[src/logic/wwdc_pkg.sv]
// Package: register map, field layout and timing constants of the watchdog control block
package wwdc_pkg;
  // Register indexes; byte address is four times the index
  localparam logic [11:0] IDX_CON0  = 12'h080c;
  localparam logic [11:0] IDX_CON1  = 12'h080d;
  localparam logic [11:0] IDX_PSL   = 12'h080e;
  localparam logic [11:0] IDX_PSH   = 12'h080f;
  localparam logic [11:0] IDX_TMR   = 12'h0810;
  localparam logic [11:0] IDX_CFG   = 12'h0811;
  localparam logic [11:0] IDX_CMD   = 12'h0812;
  localparam logic [11:0] IDX_ISTAT = 12'h0813;
  localparam logic [11:0] IDX_IEN   = 12'h0814;
  localparam logic [11:0] IDX_ICLR  = 12'h0815;

  // Field positions
  localparam int CON0_SEN_BIT = 0;
  localparam int CON0_PS_LSB  = 1;
  localparam int CON1_WIN_LSB = 0;
  localparam int CON1_CS_LSB  = 4;
  localparam int CMD_CLR_BIT  = 0;
  localparam int CMD_WV_BIT   = 1;
  localparam int IRQ_TO_BIT   = 0;
  localparam int IRQ_WV_BIT   = 1;

  // Codes and values after reset
  localparam logic [1:0] MODE_OFF    = 2'h0;
  localparam logic [1:0] MODE_SW     = 2'h1;
  localparam logic [4:0] CPS_SW      = 5'h1f;
  localparam logic [4:0] PS_DEFAULT  = 5'h0b;
  localparam logic [4:0] PS_MAX_CODE = 5'h12;
  localparam logic [2:0] CCS_SW      = 3'h7;
  localparam logic [2:0] CS_LF       = 3'h0;
  localparam logic [2:0] CS_MF       = 3'h1;
  localparam logic [2:0] CWS_SW      = 3'h7;
  localparam logic [2:0] WIN_FULL    = 3'h7;

  // Configuration word as held after reset
  localparam logic [12:0] CFG_RESET  = 13'h1fff;

  // Oscillator rates and derived tick dividers at the 10 MHz bus clock
  localparam int PCLK_HZ  = 10_000_000;
  localparam int LF_HZ    = 31_000;
  localparam int MF_HZ    = 31_250;
  localparam int LF_DIV_I = PCLK_HZ / LF_HZ;
  localparam int MF_DIV_I = PCLK_HZ / MF_HZ;
  localparam logic [8:0] LF_DIV = 9'(LF_DIV_I - 1);
  localparam logic [8:0] MF_DIV = 9'(MF_DIV_I - 1);

  typedef struct packed {
    logic [2:0] cws;   // Window reset source / lock
    logic [2:0] ccs;   // Clock select reset source / lock
    logic [4:0] cps;   // Prescale reset source / lock
    logic [1:0] mode;  // Enable mode
  } wwdc_cfg_t;

  typedef struct packed {
    logic wv;          // Window violation
    logic to;          // Time-out
  } wwdc_irq_t;
endpackage

[src/logic/wwdc_top.sv]
// Windowed watchdog control block: APB registers, prescaler, window counter, arming
//
// Our own choice: the APB interface to the registers.
`timescale 1ns/1ps
module wwdc_top
  import wwdc_pkg::*;
#(
  parameter int ADDR_W = 14
) (
  input  wire  logic              pclk,      // Bus clock, 10 MHz
  input  wire  logic              presetn,   // Asynchronous reset, active low
  input  wire  logic              psel,      // APB select
  input  wire  logic              penable,   // APB access phase
  input  wire  logic              pwrite,    // APB direction
  input  wire  logic [ADDR_W-1:0] paddr,     // APB byte address
  input  wire  logic [31:0]       pwdata,    // APB write data
  input  wire  logic [3:0]        pstrb,     // APB byte strobes
  output logic                    pready,    // APB ready
  output logic [31:0]             prdata,    // APB read data
  output logic                    pslverr,   // APB error on unmapped address
  output logic                    wdt_rst,   // One-cycle watchdog reset request
  output logic                    irq        // Level interrupt
);
  if (ADDR_W < 14 || ADDR_W > 32) begin : g_addr_chk
    $error("ADDR_W must be 14..32");
  end

  // Register state
  wwdc_cfg_t   cfg_q;
  logic        sen_q;
  logic [4:0]  ps_q;
  logic [2:0]  cs_q;
  logic [2:0]  win_q;
  logic        load_q;
  logic        armed_q;
  logic        wv_n_q;
  wwdc_irq_t   ists_q;
  wwdc_irq_t   ien_q;
  logic [17:0] prescale_count_q;
  logic [4:0]  tmr_q;
  logic [8:0]  div_q;
  logic        tick_q;
  logic        pready_q;
  logic        pslverr_q;
  logic [31:0] prdata_q;
  logic        wdt_rst_q;
  logic        irq_q;

  // Bus decode
  logic [11:0] idx;
  logic        aligned;
  logic        setup;
  logic        acc;
  logic        wr;
  logic        rd;
  logic        mapped;
  logic [31:0] rd_d;

  assign idx     = paddr[13:2];
  assign aligned = (paddr[1:0] == 2'h0) && ((paddr >> 14) == '0);
  assign setup   = psel && !penable && !pready_q;
  assign acc     = psel && penable && pready_q;
  assign wr      = acc && pwrite && pstrb[0] && !pslverr_q;
  assign rd      = acc && !pwrite && !pslverr_q;

  always_comb begin
    mapped = aligned;
    rd_d   = 32'h0000_0000;
    case (idx)
      IDX_CON0:  rd_d[5:0] = {ps_q, sen_q};
      IDX_CON1:  rd_d[6:0] = {cs_q, 1'b0, win_q};
      IDX_PSL:   rd_d[7:0] = prescale_count_q[7:0];
      IDX_PSH:   rd_d[7:0] = prescale_count_q[15:8];
      IDX_TMR:   rd_d[7:0] = {tmr_q, armed_q, prescale_count_q[17:16]};
      IDX_CFG:   rd_d[12:0] = cfg_q;
      IDX_CMD:   rd_d[CMD_WV_BIT] = wv_n_q;
      IDX_ISTAT: rd_d[1:0] = ists_q;
      IDX_IEN:   rd_d[1:0] = ien_q;
      IDX_ICLR:  rd_d = 32'h0000_0000;
      default:   mapped = 1'b0;
    endcase
  end

  // APB slave: data latched in setup, one access cycle with pready
  always_ff @(posedge pclk or negedge presetn) begin
    if (!presetn) begin
      pready_q  <= 1'b0;
      pslverr_q <= 1'b0;
      prdata_q  <= 32'h0000_0000;
    end else begin
      pready_q <= setup;
      if (setup) begin
        pslverr_q <= !mapped;
        prdata_q  <= mapped ? rd_d : 32'h0000_0000;
      end
    end
  end

  // Watchdog control decode
  logic        wr_con0;
  logic        wr_con1;
  logic        wr_cfg;
  logic        clr_cmd;
  logic        wdt_en;
  logic        windowed;
  logic        win_open;
  logic        viol;
  logic        timeout;
  logic [4:0]  ps_eff;
  logic [17:0] ps_lim;
  logic [8:0]  div_lim;
  logic        cnt_clr;

  assign wr_con0  = wr && idx == IDX_CON0;
  assign wr_con1  = wr && idx == IDX_CON1;
  assign wr_cfg   = wr && idx == IDX_CFG;
  assign clr_cmd  = wr && idx == IDX_CMD && pwdata[CMD_CLR_BIT];
  assign wdt_en   = (cfg_q.mode == MODE_SW) ? sen_q
                                            : cfg_q.mode[1];
  assign windowed = win_q != WIN_FULL;
  assign win_open = tmr_q >= {~win_q, 2'b00};
  assign viol     = clr_cmd && windowed && (!armed_q || !win_open);
  assign ps_eff   = (ps_q > PS_MAX_CODE) ? 5'h00 : ps_q;
  assign ps_lim   = 18'((19'h0_0001 << ps_eff) - 19'h0_0001);
  assign div_lim  = (cs_q == CS_MF) ? MF_DIV : LF_DIV;
  assign timeout  = wdt_en && tick_q && prescale_count_q == ps_lim && tmr_q == 5'h1f;
  assign cnt_clr  = !wdt_en || load_q || wr_con0 || wr_con1
                    || clr_cmd || timeout;

  // Configuration word and reload pulse after reset or config write
  always_ff @(posedge pclk or negedge presetn) begin
    if (!presetn) begin
      cfg_q  <= CFG_RESET;
      load_q <= 1'b1;
    end else begin
      load_q <= wr_cfg;
      if (wr_cfg) cfg_q <= pwdata[12:0];
    end
  end

  // Control zero: enable and prescale select
  always_ff @(posedge pclk or negedge presetn) begin
    if (!presetn) begin
      sen_q <= 1'b0;
      ps_q  <= PS_DEFAULT;
    end else if (load_q) begin
      sen_q <= 1'b0;
      ps_q  <= (cfg_q.cps == CPS_SW) ? PS_DEFAULT : cfg_q.cps;
    end else if (wr_con0) begin
      sen_q <= pwdata[CON0_SEN_BIT];
      if (cfg_q.cps == CPS_SW) ps_q <= pwdata[CON0_PS_LSB +: 5];
    end
  end

  // Control one: clock select and window
  always_ff @(posedge pclk or negedge presetn) begin
    if (!presetn) begin
      cs_q  <= CS_LF;
      win_q <= WIN_FULL;
    end else if (load_q) begin
      cs_q  <= (cfg_q.ccs == CCS_SW) ? CS_LF : cfg_q.ccs;
      win_q <= cfg_q.cws;
    end else if (wr_con1) begin
      if (cfg_q.ccs == CCS_SW) cs_q <= pwdata[CON1_CS_LSB +: 3];
      if (cfg_q.cws == CWS_SW) win_q <= pwdata[CON1_WIN_LSB +: 3];
    end
  end

  // Oscillator tick divider
  always_ff @(posedge pclk or negedge presetn) begin
    if (!presetn) begin
      div_q  <= 9'h000;
      tick_q <= 1'b0;
    end else begin
      tick_q <= div_q >= div_lim;
      div_q  <= (div_q >= div_lim) ? 9'h000 : div_q + 9'h001;
    end
  end

  // Prescaler and window counter
  always_ff @(posedge pclk or negedge presetn) begin
    if (!presetn) begin
      prescale_count_q <= 18'h0_0000;
      tmr_q   <= 5'h00;
    end else if (cnt_clr) begin
      prescale_count_q <= 18'h0_0000;
      tmr_q   <= 5'h00;
    end else if (tick_q) begin
      if (prescale_count_q == ps_lim) begin
        prescale_count_q <= 18'h0_0000;
        tmr_q   <= tmr_q + 5'h01;
      end else begin
        prescale_count_q <= prescale_count_q + 18'h0_0001;
      end
    end
  end

  // Arming: read of control zero arms, any clear disarms
  always_ff @(posedge pclk or negedge presetn) begin
    if (!presetn) begin
      armed_q <= 1'b0;
    end else if (rd && idx == IDX_CON0) begin
      armed_q <= 1'b1;
    end else if (clr_cmd || cnt_clr) begin
      armed_q <= 1'b0;
    end
  end

  // Violation flag and reset request
  always_ff @(posedge pclk or negedge presetn) begin
    if (!presetn) begin
      wv_n_q    <= 1'b1;
      wdt_rst_q <= 1'b0;
    end else begin
      wdt_rst_q <= viol || timeout;
      if (viol) wv_n_q <= 1'b0;
      else if (wr && idx == IDX_CMD && pwdata[CMD_WV_BIT]) wv_n_q <= 1'b1;
    end
  end

  // Interrupt status, enable and clear; a set wins over a clear
  wwdc_irq_t ev;
  wwdc_irq_t iclr;
  assign ev.to   = timeout;
  assign ev.wv   = viol;
  assign iclr    = (wr && idx == IDX_ICLR) ? pwdata[1:0] : 2'b00;

  always_ff @(posedge pclk or negedge presetn) begin
    if (!presetn) begin
      ists_q <= '0;
      ien_q  <= '0;
      irq_q  <= 1'b0;
    end else begin
      ists_q <= (ists_q & ~iclr) | ev;
      if (wr && idx == IDX_IEN) ien_q <= pwdata[1:0];
      irq_q  <= |(((ists_q & ~iclr) | ev) & ien_q);
    end
  end

  assign pready  = pready_q;
  assign prdata  = prdata_q;
  assign pslverr = pslverr_q;
  assign wdt_rst = wdt_rst_q;
  assign irq     = irq_q;

  // Checks
  en_mode_a: assert property (@(posedge pclk) disable iff (!presetn)
    cfg_q.mode == MODE_OFF |-> !wdt_en) else $error("watchdog on in mode 00");
  tick_gap_a: assert property (@(posedge pclk) disable iff (!presetn)
    tick_q |=> !tick_q [*8]) else $error("tick too frequent");
  load_ps_a: assert property (@(posedge pclk) disable iff (!presetn)
    load_q && cfg_q.cps == CPS_SW |=> ps_q == PS_DEFAULT) else $error("bad prescale load");
  ps_lock_a: assert property (@(posedge pclk) disable iff (!presetn)
    !load_q && cfg_q.cps != CPS_SW |=> $stable(ps_q)) else $error("locked prescale moved");
  cs_lock_a: assert property (@(posedge pclk) disable iff (!presetn)
    !load_q && cfg_q.ccs != CCS_SW |=> $stable(cs_q)) else $error("locked clock moved");
  win_lock_a: assert property (@(posedge pclk) disable iff (!presetn)
    !load_q && cfg_q.cws != CWS_SW |=> $stable(win_q)) else $error("locked window moved");
  viol_rst_a: assert property (@(posedge pclk) disable iff (!presetn)
    clr_cmd && windowed && !armed_q |=> wdt_rst_q && !wv_n_q ##1 !wdt_rst_q)
    else $error("unarmed clear not punished");
  wr_clear_a: assert property (@(posedge pclk) disable iff (!presetn)
    wr_con0 || wr_con1 |=> prescale_count_q == 18'h0_0000 && tmr_q == 5'h00)
    else $error("control write left count");
  arm_read_a: assert property (@(posedge pclk) disable iff (!presetn)
    rd && idx == IDX_CON0 |=> armed_q) else $error("read did not arm");

  // Enable gating and tick source
  en_sw_a: assert property (@(posedge pclk) disable iff (!presetn)
    cfg_q.mode == MODE_SW |-> wdt_en == sen_q) else $error("software enable ignored");
  en_hw_a: assert property (@(posedge pclk) disable iff (!presetn)
    cfg_q.mode[1] |-> wdt_en) else $error("watchdog off in mode 1x");
  en_clear_a: assert property (@(posedge pclk) disable iff (!presetn)
    !wdt_en |=> prescale_count_q == 18'h0_0000 && tmr_q == 5'h00) else $error("disabled count moved");
  div_sel_a: assert property (@(posedge pclk) disable iff (!presetn)
    cs_q == CS_MF |-> div_lim == MF_DIV) else $error("medium source not selected");
  div_low_a: assert property (@(posedge pclk) disable iff (!presetn)
    cs_q != CS_MF |-> div_lim == LF_DIV) else $error("low source not selected");
  div_range_a: assert property (@(posedge pclk) disable iff (!presetn)
    div_q <= LF_DIV) else $error("divider out of range");

  // Reload and write locks
  ps_copy_a: assert property (@(posedge pclk) disable iff (!presetn)
    load_q && cfg_q.cps != CPS_SW |=> ps_q == $past(cfg_q.cps)) else $error("prescale not copied");
  ps_write_a: assert property (@(posedge pclk) disable iff (!presetn)
    wr_con0 && !load_q && cfg_q.cps == CPS_SW |=> ps_q == $past(pwdata[5:1]))
    else $error("prescale write lost");
  sen_load_a: assert property (@(posedge pclk) disable iff (!presetn)
    load_q |=> !sen_q) else $error("enable bit not reset");
  cs_reset_a: assert property (@(posedge pclk) disable iff (!presetn)
    load_q && cfg_q.ccs == CCS_SW |=> cs_q == CS_LF) else $error("clock select not reset");
  cs_copy_a: assert property (@(posedge pclk) disable iff (!presetn)
    load_q && cfg_q.ccs != CCS_SW |=> cs_q == $past(cfg_q.ccs)) else $error("clock not copied");
  cs_write_a: assert property (@(posedge pclk) disable iff (!presetn)
    wr_con1 && !load_q && cfg_q.ccs == CCS_SW |=> cs_q == $past(pwdata[6:4]))
    else $error("clock write lost");
  win_load_a: assert property (@(posedge pclk) disable iff (!presetn)
    load_q |=> win_q == $past(cfg_q.cws)) else $error("window not copied");
  win_write_a: assert property (@(posedge pclk) disable iff (!presetn)
    wr_con1 && !load_q && cfg_q.cws == CWS_SW |=> win_q == $past(pwdata[2:0]))
    else $error("window write lost");

  // Window and arming
  win_full_a: assert property (@(posedge pclk) disable iff (!presetn)
    win_q == WIN_FULL |-> win_open && !windowed) else $error("full window not open");
  win_first_a: assert property (@(posedge pclk) disable iff (!presetn)
    win_q == 3'h6 |-> win_open == (tmr_q >= 5'h04)) else $error("window 110 edge wrong");
  win_last_a: assert property (@(posedge pclk) disable iff (!presetn)
    win_q == 3'h0 |-> win_open == (tmr_q >= 5'h1c)) else $error("window 000 edge wrong");
  open_clear_a: assert property (@(posedge pclk) disable iff (!presetn)
    clr_cmd && armed_q && win_open && !timeout |=> !wdt_rst_q) else $error("valid clear punished");
  closed_clr_a: assert property (@(posedge pclk) disable iff (!presetn)
    clr_cmd && windowed && !win_open |=> wdt_rst_q && !wv_n_q) else $error("closed clear passed");
  clr_disarm_a: assert property (@(posedge pclk) disable iff (!presetn)
    clr_cmd |=> !armed_q) else $error("clear left watchdog armed");
  wv_status_a: assert property (@(posedge pclk) disable iff (!presetn)
    viol |=> ists_q.wv) else $error("violation status not set");

  // Prescale interval and read view
  ps_reserved_a: assert property (@(posedge pclk) disable iff (!presetn)
    ps_q > PS_MAX_CODE |-> ps_lim == 18'h0_0000) else $error("reserved code not minimum");
  ps_top_a: assert property (@(posedge pclk) disable iff (!presetn)
    ps_q == PS_MAX_CODE |-> ps_lim == 18'h3_ffff) else $error("largest ratio wrong");
  tmr_view_a: assert property (@(posedge pclk) disable iff (!presetn)
    setup && idx == IDX_TMR && aligned |=> prdata_q[2:0] == $past({armed_q, prescale_count_q[17:16]}))
    else $error("timer view wrong");
  psh_view_a: assert property (@(posedge pclk) disable iff (!presetn)
    setup && idx == IDX_PSH && aligned |=> prdata_q[7:0] == $past(prescale_count_q[15:8]))
    else $error("high prescale view wrong");
  map_err_a: assert property (@(posedge pclk) disable iff (!presetn)
    setup && !mapped |=> pslverr_q && prdata_q == 32'h0000_0000) else $error("bad address taken");
  read_keep_a: assert property (@(posedge pclk) disable iff (!presetn)
    rd && !tick_q && !cnt_clr |=> $stable(prescale_count_q)) else $error("read disturbed count");
  timeout_a: assert property (@(posedge pclk) disable iff (!presetn)
    timeout |=> wdt_rst_q && tmr_q == 5'h00 && ists_q.to) else $error("time-out not handled");
endmodule

[config.mk]
export PLATFORM = sky130hd
export DESIGN_NAME = wwdc_top
export DESIGN_NICKNAME = d
export VERILOG_FILES = /design/src/logic/wwdc_pkg.sv /design/src/logic/wwdc_top.sv
export SDC_FILE = /design/constraint.sdc
export NUM_CORES = 1
export LEC_CHECK = 0
export ABC_AREA = 1
export BUFFER_PORTS_ARGS = -buffer_cell sky130_fd_sc_hd__buf_4
export CORE_MARGIN = 1
export CORE_UTILIZATION = 40
export DETAILED_ROUTE_END_ITERATION = 8
export GPL_ROUTABILITY_DRIVEN = 0
export PLACE_DENSITY = 0.6
export SYNTH_ARGS = -nofsm -noshare
export SYNTH_HDL_FRONTEND = slang
export SYNTH_SLANG_ARGS = --single-unit
[constraint.sdc]
create_clock -name pclk -period 3.9 [get_ports pclk]
set_clock_uncertainty 0.15 [all_clocks]
set_input_delay 0.975 -clock pclk [delete_from_list [all_inputs] [get_ports pclk]]
set_output_delay 0.975 -clock pclk [all_outputs]
set_load 0.005 [all_outputs]
* Word-level counts from Yosys, hierarchy flattened *
Index checks and enable logic that the tools add are counted.

word-level totals
  flip-flop bits (word level) = 101
  latch bits = 0
  bits in writable memories = 0
  bits in read-only memories = 0
  input bits = 55
  output and inout bits = 36
  word-level logic and storage cells = 146
  memories = 0

cells by class
  $add $sub $neg = 4
  multipliers = 0
  divide/modulo/power cells = 0
  magnitude comparators = 3
  equality and inequality tests = 18
  shift operators = 1
  mux-type cells = 36
  bitwise operators = 5
  reductions and logical operators = 55

operators by type and width
  kind                     number
  $eq A12 B12 Y1 const B   10
  $mux W18                 3
  $mux W5                  9
  $pmux W4 S6              1
  $logic_and A1 B1 Y1      23
  $mux W3                  7
  $add A18 B1 Y18 const B  1
  $eq A18 B18 Y1           1
  $reduce_bool A2 Y1       9
  $shl A1 B5 Y18 const A   1
  $sub A18 B1 Y18 const B  1
  $mux W13                 1
  $eq A5 B5 Y1 const B     2
  $reduce_or A10 Y1        1
  $add A9 B1 Y9 const B    1
  $ge A9 B9 Y1             1
  $mux W9                  1
  $pmux W1 S9              1
  $logic_not A1 Y1         8
  $logic_or A1 B1 Y1       8
  $mux W1                  8
  $pmux W1 S8              1
  $reduce_and A2 Y1        4
  $mux W7                  1
  16 further kinds         18

* Longest topological paths before layout *
Gate-level depths: netlist of run 1.

  depth after elaboration = 13
  mapped depth = 26
  depth with buffers taken out = 25

* Worst setup path after synthesis of run 1 *
No wires, ideal clock.

  path type = reg2reg
  from = reg ps_q[0]
  to = reg prescale_count_q[15]
  setup time = 116 ps
  data arrival time = 2,846 ps
  required time = 3,634 ps
  slack = 788 ps
  cell stages (with the launch flop) = 23
  buffers on the path = 2
  clock period less this slack = 3,112 ps
  cell sequence = dfstp_2 > clkbuf_2 > nand2_2 > nand2_2 > nand2_4 > nand2_2 > nand2_2 > inv_2 > nand2_2 > ha_1 > xnor2_1 > xor2_1 > nor2_1 > nand3_1 > a21oi_1 > nand2_1 > nor3_2 > nand4_4 > nand3_4 > inv_2 > buf_6 > nand2_1 > nand2_1

between the ends
  longest elaborated chain between the ends = 9
  elaborated cells between the ends (all ways) = 12
  those cells by class = add/sub: 1; order compare: 1; eq/ne: 1; shift: 1; mux: 4; reduce/logical: 4

ends and longest elaborated chain
  element                                         RTL line                          RTL
  from (decl)                                     wwdc_top.sv:31                    logic [4:0] ps_q;
  from (signal assigned)                          wwdc_top.sv:148                   ps_q <= (cfg_q.cps == CPS_SW) ? PS_DEFAULT : cfg_q.cps;
  from (signal assigned)                          wwdc_top.sv:151                   if (cfg_q.cps == CPS_SW) ps_q <= pwdata[CON0_PS_LSB +: 5];
  $gt A5 B5 Y1                                    wwdc_top.sv:123                   assign ps_eff = (ps_q > PS_MAX_CODE) ? 5'h00 : ps_q;
  $mux W5 *                                       wwdc_top.sv:123
  $shl A1 B5 Y18 *                                wwdc_top.sv:124                   assign ps_lim = 18'((19'h0_0001 << ps_eff) - 19'h0_0001);
  $sub A18 B1 Y18 *                               wwdc_top.sv:124
  $eq A18 B18 Y1 *                                wwdc_top.sv:126, wwdc_top.sv:189
  $logic_and A1 B1 Y1 (2 in a row)                wwdc_top.sv:126                   assign timeout = wdt_en && tick_q && prescale_count_q == ps_lim && tmr_q == 5'h1f;
  $logic_or A1 B1 Y1                              wwdc_top.sv:128                   || clr_cmd || timeout;
  $mux W18 or $reduce_bool A2 Y1 (tied branches)  --
  to (signal assigned)                            wwdc_top.sv:193                   prescale_count_q <= prescale_count_q + 18'h0_0001;
  to (decl)                                       wwdc_top.sv:39                    logic [17:0] prescale_count_q;

Every way passes the cells marked *; elsewhere a longest branch is shown, timed or not. The select of a mux whose other input is x is not followed.
A chain may end at the register's enable or synchronous reset.

* Worst setup path in the final report of run 1 *
  from = reg ps_q[3]
  to = reg prescale_count_q[4]

The elaborated chain is that of the path after synthesis.

==> results of run 1 <==
## through the flow
stage	std cells	cell area (um^2)	hold slack [ns]	worst slack (ns)	utilization
after detailed placement	1051	6400	0.332	0.255	0.454
after global placement	1051	6400	0.323	0.264	0.454
after global routing	1069	6750	0.375	0.0103	0.479
final	1069	6750	0.340	0.308	0.479
after CTS	1067	6730	0.345	0.242	0.477
after floorplan	847	5950	0.303	0.788	-
## tightest hold or removal path: cells and delay by family, from the launching register on
kind	cells	cell delay, ns
and+or+nand+nor	2	0.12
DFF	1	0.35
## sequential cells by signal, indices dropped and copies added, names as in the netlist
register / count
prescale_count_q: 18
cfg_q: 13
prdata: 13
div_q: 9
ps_q: 5
tmr_q: 5
cs_q: 3
win_q: 3
ien_q: 2
ists_q: 2
armed_q: 1
irq: 1
load_q: 1
pready: 1
pslverr: 1
sen_q: 1
tick_q: 1
wdt_rst: 1
wv_n_q: 1
## cells in the mapped netlist, types with 2 or more instances
cell type / count
dfstp_2: 21
buf_2: 4
nor3_1: 17
inv_2: 10
nand2_2: 7
nor2_2: 4
dfrtp_1: 61
a21oi_1: 8
a31oi_1: 2
buf_4: 21
o21ai_1: 4
o221ai_1: 2
xor2_1: 26
nand3_2: 2
and3_1: 3
o311ai_0: 4
buf_6: 3
clkinv_1: 2
nand2_1: 209
nor3_2: 2
nor3b_1: 5
ha_1: 15
nor2_1: 77
xnor2_1: 5
nand2_4: 2
nand4_1: 28
a21boi_1: 2
nand3_1: 38
nor4_1: 9
clkbuf_1: 9
o211ai_1: 2
o22ai_1: 29
o21ai_0: 43
a21boi_0: 2
o21a_1: 5
inv_1: 125
nand4_2: 2
or2_2: 2
## power groups by stage
| stage | clock [W] | combinational, W | sequential, W |
|---|---|---|---|
| after floorplan | 0 | 0.0000505 | 0.000869 |
| after global placement | 0 | 0.0000943 | 0.000869 |
| after detailed placement | 0 | 0.0000947 | 0.000869 |
| after CTS | 0.000965 | 0.0000948 | 0.000854 |
| after global routing | 0.000996 | 0.000106 | 0.000853 |
| final | 0.000944 | 0.0000939 | 0.000854 |
## what timing repair did
action / 4_1_cts / 5_1_grt
resized for setup: 0 / 1
setup buffers: 0 / 2
setup endpoints to repair: 0 / 20
## path summary, 6_finish.rpt
| kind | slack, ns | endpoint | start | cells past startpoint |
|---|---|---|---|---|
| max in group asynchronous | 2.38 | ps_q[0] | presetn | 2 |
| hold / removal | 0.34 | prescale_count_q[3] | prescale_count_q[3] | 2 |
| setup reg to reg | 0.31 | prescale_count_q[4] | ps_q[3] | 20 |
| min in group asynchronous | 0.46 | irq | presetn | 1 |
| hold reg to reg | 0.34 | prescale_count_q[3] | prescale_count_q[3] | 2 |
| setup / recovery | 0.31 | prescale_count_q[4] | ps_q[3] | 20 |
## cell type report
class / instances / share of cell area
multi-input cells: 590 / 0.463
flip-flops and latches: 82 / 0.308
inverters: 137 / 0.0762
repair buffers: 64 / 0.0712
clock buffers: 11 / 0.0360
well taps: 180 / 0.0334
clock inverters: 5 / 0.0126
## metal layers
layer  track usage  wire [um]  part of all wire  vias up
met1         0.320       7860              0.49     2514
met2         0.356       7170              0.44      176
met4        0.0776        261             0.016        0
met5             0          0                 0        -
li1              -          -                 -     2759
met3        0.0443        891             0.055       16
## placed cells by master (no fill, tap or decap), types with 3 or more instances in the layout
cell type / n
nand2_2: 7
xor2_1: 26
o311ai_0: 4
ha_1: 15
nand3_1: 38
dfrtp_1: 61
nand2_1: 209
dfstp_2: 21
o21ai_1: 4
o21ai_0: 43
inv_2: 10
nand4_1: 28
inv_1: 125
conb_1: 19
and3_1: 3
xnor2_1: 5
nor2_2: 4
nor3b_1: 5
a21oi_1: 8
nor2_1: 77
o21a_1: 5
clkbuf_16: 9
nor4_1: 9
buf_4: 64
o22ai_1: 29
nor3_1: 16
## kinds of logic (layout without fill, tap and decap cells)
group	count (synthesis)	after routing	share of synthesized area
AND/OR/NAND/NOR	414	414	0.323
buffers and inverters	175	217	0.130
AO/OA/AOI/OAI	111	111	0.115
flip-flops	82	82	0.353
XOR/XNOR	31	31	0.0461
adder cells (fa/ha/maj)	15	15	0.0319
other	1	19	0.000637
==> key figures, run 1 <==
Status
  – Status: finished clean

Floorplanning
  – # rows: 43
  – Area of the core: 0.0141 mm^2
  – Die width: 123 um
  – Initial Util: 0.418
  – I/O pin cnt: 91
  – Die height: between 100 and 150 um
  – Die area: 0.0152 mm^2

GRT
  – Global-route wire length before repair: 26.3 mm
  – Number of global-route vias before repair: 5017
  – GR Overflow Total: 0
  – Initial antenna violation count: 0
  – Largest net degree at the start of global routing: 44
  – Total GRT Usage: 0.230

Synthesis
  – Top cell type's share of synthesized area: 0.259
  – EDFF count, synth: 0
  – Synth Warn #: 0
  – Post-synth ARST share: 1.00
  – Synth area leaders: dfrtp_1, nand2_1, dfstp_2, inv_1, nor2_1
  – Cells after Synth: 829
  – Register area share after synthesis: 0.353
  – Synth unique cells: 55
  – Mapped Area: 0.00589 mm^2
  – #FFs+latches synth: 82
  – Ys flop type: dfrtp_1
  – Avg Cell Area, Syn: 7.10 um^2
  – Yosys top cell by area: dfrtp_1

Layout
  – Area of the multi-input gates: 0.00312 mm^2
  – Final nets: 954
  – Layout cells sized above 1: 0.157
  – # diodes: 0
  – FF+latch area: 0.00208 mm^2
  – Layout Area Growth over Synthesis: 14.6%
  – Fill cells: about 1400

Critical path
  – Crit. End Element: flop
  – Max stage delay on crit path: around 0.4 ns
  – Critical path class: flop to flop
  – CP top delay family: simple AND/OR/NAND/NOR gates
  – CP Data Required Time: 4.04 ns
  – CP arrival: 3.73 ns
  – Buf+Inv Stages, Crit Path: 3
  – Crit path max fanout: 14
  – Slowest cell on the critical path: dfstp_2
  – Startpoint class of the critical path: flop
  – Cells along the critical path: nor2_2 > nand2_2 > nand2_4 > nand2_2 > nand2_2 > inv_2 > nand2_1 > ha_1 > nand2_1 > nor2_4 > nand2_1 > inv_2 > nand2_1 > xor2_1 > nor3_4 > nand4_4 > nand3_4 > buf_4 > nand2_1 > nand2_1
  – Critical path's most frequent cell: nand2_1

Routing
  – Initial DRC count: 430
  – DRT antenna net count: 0
  – Via count: 5465
  – TritonRoute pass-1 iters: 8
  – WL/cell: 15.1 um
  – Post-Route WL: 16.2 mm
  – Post-route DRC violation count: 0
  – Post-DR vias/cell: 5.11

Timing
  – Worst Max-Slew Pin Slew: 0.816 ns
  – Unrepaired setup endpoints after global routing: no
  – Setup_tns: 0 ns
  – Final Slew Violations: 0
  – Worst rel slew slack: 0.452
  – Setup violations, final: 0
  – Fmax: 278 MHz
  – Tmin final: 3.59 ns
  – Tcrit/Tclk final: 0.921
  – Hold Fails Final Rpt: 0

Power
  – Sequential share of power: 0.451
  – Tot Pwr: 0.00189 W
  – VDD IR-drop max: roughly 0.00043 V
  – NetSw: 0.000425 W
  – Pwr/cell area: 280 mW/mm^2
  – Combinational share of power: 0.050
  – Leak: roughly 3.4 nW
  – Internal power: 0.00147 W
  – Switching Share: 0.225
  – Clock power share: 0.499

Clock network
  – CTS Buf Count: 9
  – Max Buffers Root-to-Sink: 2
  – H-Tree Depth: 3
  – Clock Latency Late Sink: 0.35 ns
  – Hold-fix buffers, CTS: 0
  – CTS Sinks: 82
  – Clock-pin transition on the worst setup and hold timing paths: approximately 0.06 ns
  – CTS tree: yes
  – Clock root buffer: clkbuf_16

Placement
  – Port Buf Inserts: 49
  – Post-DP HPWL: 12.6 mm

Run
  – Max Cap Viol: 0

Worst hold path
  – HP Class: flop to flop
(Power assumes the default switching activity.)
==> run 2: changes to the inputs <==
BUFFER_PORTS_ARGS = not set   (was -buffer_cell sky130_fd_sc_hd__buf_4)
DONT_BUFFER_PORTS = 1   (was not set)
PLACE_DENSITY = 0.54   (was 0.6)
==> key figures, run 2 (synthesized netlist as in run 1, its figures left out) <==
Status
  – Status: finished clean

Layout
  – Most common cell after layout, fill and taps aside: nand2_1
  – Layout Area Growth over Synthesis: 7.44%
  – Area of the multi-input gates: 0.00312 mm^2 (unchanged)
  – Final nets: 901 (-5.6%)
  – Largest register by flop count: prescale_count_q
  – # diodes: 0 (unchanged)
  – Commonest non-fill, non-tap cells in the layout: nand2_1, inv_1, nor2_1, dfrtp_1, o21ai_0
  – Layout cells sized above 1: 0.105 (-0.0522)
  – FF+latch area: 0.00208 mm^2 (unchanged)
  – Largest register FFs: 18 (unchanged)
  – Fill cells: 1460 (+1.4%)

Power
  – Pwr/cell area: 281 mW/mm^2 (+0.37%)
  – Internal power: 0.00136 W (-7.0%)
  – Switching Share: 0.233 (+0.00879)
  – Combinational share of power: 0.026 (-0.024)
  – VDD IR-drop max: 0.000253 V (-41%)
  – Sequential share of power: 0.480 (+0.029)
  – NetSw: 0.000415 W (-2.3%)
  – Leak: 3.14 nW (-8.1%)
  – Clock power share: 0.494 (-0.005)

Clock network
  – Clock Latency Late Sink: 0.35 ns (about the same)
  – CTS Sinks: 82 (unchanged)
  – H-Tree Depth: 3 (unchanged)
  – CTS tree: yes
  – CTS Buf Count: 9 (unchanged)
  – Clock-pin transition on the worst setup and hold timing paths: 0.06 ns (about the same)
  – Max Buffers Root-to-Sink: 2 (unchanged)
  – Clock root buffer: clkbuf_16
  – Setup Fix Bufs, Post-CTS: 0 (unchanged)

Critical path
  – Critical register-to-register path startpoint: ps_q[0]
  – CP arrival: 3.70 ns (-0.03 ns)
  – Startpoint class of the critical path: flop
  – Setup crit start: ps_q[0]
  – Crit. End Element: flop
  – CP Data Required Time: 3.99 ns (-0.05 ns)
  – Critical path class: flop to flop
  – Crit path max fanout: 10 (-4)

Routing
  – DRT antenna net count: 0 (unchanged)
  – WL/cell: 16.0 um (+5.9%)
  – Met3 WL: 809 um (-9.2%)
  – TritonRoute pass-1 iters: 5 (-3)
  – Met2 WL post-DR: 7.64 mm (+6.6%)
  – Post-DR vias/cell: 5.34 (+4.5%)
  – Top layer in use: met4
  – Post-route DRC violation count: 0 (unchanged)
  – Post-Route WL: 16.3 mm (+0.69%)
  – Initial DRC count: 336 (-22%)
  – M1 WL: 7.48 mm (-4.8%)
  – Via count: 5426 (-0.71%)

Worst hold path
  – HP Class: input pin to asynchronous set/reset pin

Timing
  – Worst Max-Slew Pin Slew: 0.869 ns (+0.0534 ns)
  – Fin Hold WS: 0.170 ns (-0.171 ns)
  – Hold Fails Final Rpt: 0 (unchanged)
  – Tmin final: 3.61 ns (+0.0149 ns)
  – Fmax: 277 MHz (-0.41%)
  – Setup_tns: 0 ns (unchanged)
  – Final Slew Violations: 0 (unchanged)
  – Unrepaired setup endpoints after global routing: no
  – Setup violations, final: 0 (unchanged)
  – Tcrit/Tclk final: 0.925 (+0.00382)
  – Worst rel slew slack: 0.416 (-0.0359)

Placement
  – Post-DP HPWL: 12.6 mm (+0.32%)
  – Port Buf Inserts: 0 (-100%)

Run
  – Max Cap Viol: 0 (unchanged)

GRT
  – Largest net degree at the start of global routing: 83 (+89%)
  – Total GRT Usage: 0.233 (+0.00285)
  – Global-route wire length before repair: 26.9 mm (+2.2%)
  – Number of global-route vias before repair: 5180 (+3.2%)
  – Initial antenna violation count: 0 (unchanged)
  – GR Overflow Total: 0 (unchanged)

Floorplanning
  – Area of the core: 0.0141 mm^2 (unchanged)
  – Initial Util: 0.418 (unchanged)
  – Die width: 123 um (unchanged)
  – Die height: 123 um (unchanged)
  – # rows: 43 (unchanged)
  – Die area: 0.0152 mm^2 (unchanged)
  – I/O pin cnt: 91 (unchanged)
run 2: changes by cell type in the layout (fill, tap and decap cells not counted), sizes merged:
cell / change
bufinv: -1
clkbuf: -2
buf: -53
clkinv: +1
inv: +1
clkinvlp: +1
run 2: worst paths after layout:
kind                        endpoint  slack (ns)  cells after the start
max reg2reg                 tmr_q[4]        0.29                     20
min reg2reg                 div_q[0]        0.34                      1
min                        prdata[5]        0.17                      0
min in group pclk           div_q[0]        0.34                      1
max                         tmr_q[4]        0.29                     20
max in group asynchronous    ps_q[1]        3.20                      0
run 2: metal layers:
| layer | GRT usage | up-vias |
|---|---|---|
| li1 | - | 2654 |
| met1 | 0.314 | 2579 |
| met2 | 0.375 | 165 |
| met3 | 0.0332 | 28 |
| met4 | 0.0896 | 0 |
| met5 | 0 | - |
run 2: layout make-up:
class	count	share of cell area
multi-input cells	590	0.494
clock buffers	9	0.0356
flip-flops and latches	82	0.329
clock inverters	7	0.0121
inverters	137	0.0813
well taps	180	0.0356
repair buffers	11	0.0131
run 2: worst max-delay path, cell delays in order (launching register included):
cell and delay, ns:
dfstp_2 0.65, nand2_2 0.09, nand2_2 0.09, nand2_4 0.11, nand2_2 0.13, nand2_2 0.07
inv_2 0.10, nand2_2 0.08, ha_1 0.26, xnor2_1 0.15, xor2_1 0.17, nor2_1 0.08
nand3_1 0.07, a21oi_1 0.25, nand2_1 0.15, nor3_4 0.24, nand3_1 0.18, nand2_1 0.21
nand2_1 0.16, nand2_1 0.09, nand2_1 0.05
run 2: repair_timing:
| action | 4_1_cts | 5_1_grt |
|---|---|---|
| hold buffers | 0 | 0 |
| setup endpoints to repair | 0 | 5 |
| resized for setup | 0 | 1 |
run 2: per-stage QoR:
step | util | instances | area [um^2] | total power, W | setup WS, ns
final | 0.449 | 1016 | 6320 | 0.00178 | 0.293
after global routing | 0.449 | 1016 | 6320 | 0.00183 | 0.0432
after CTS | 0.448 | 1016 | 6320 | 0.00180 | 0.274
after detailed placement | 0.427 | 1000 | 6020 | 0.000915 | 0.286
after global placement | 0.427 | 1000 | 6020 | 0.000914 | 0.327
after floorplan | - | 847 | 5950 | 0.000919 | 0.788
run 2: power by group through the flow:
stage,clock (W),sequential (W),combinational [W]
floorplan,0,0.000869,0.0000505
global placement,0,0.000869,0.0000455
detailed placement,0,0.000869,0.0000459
CTS,0.000903,0.000854,0.0000461
global route,0.000926,0.000853,0.0000530
finish,0.000879,0.000854,0.0000464
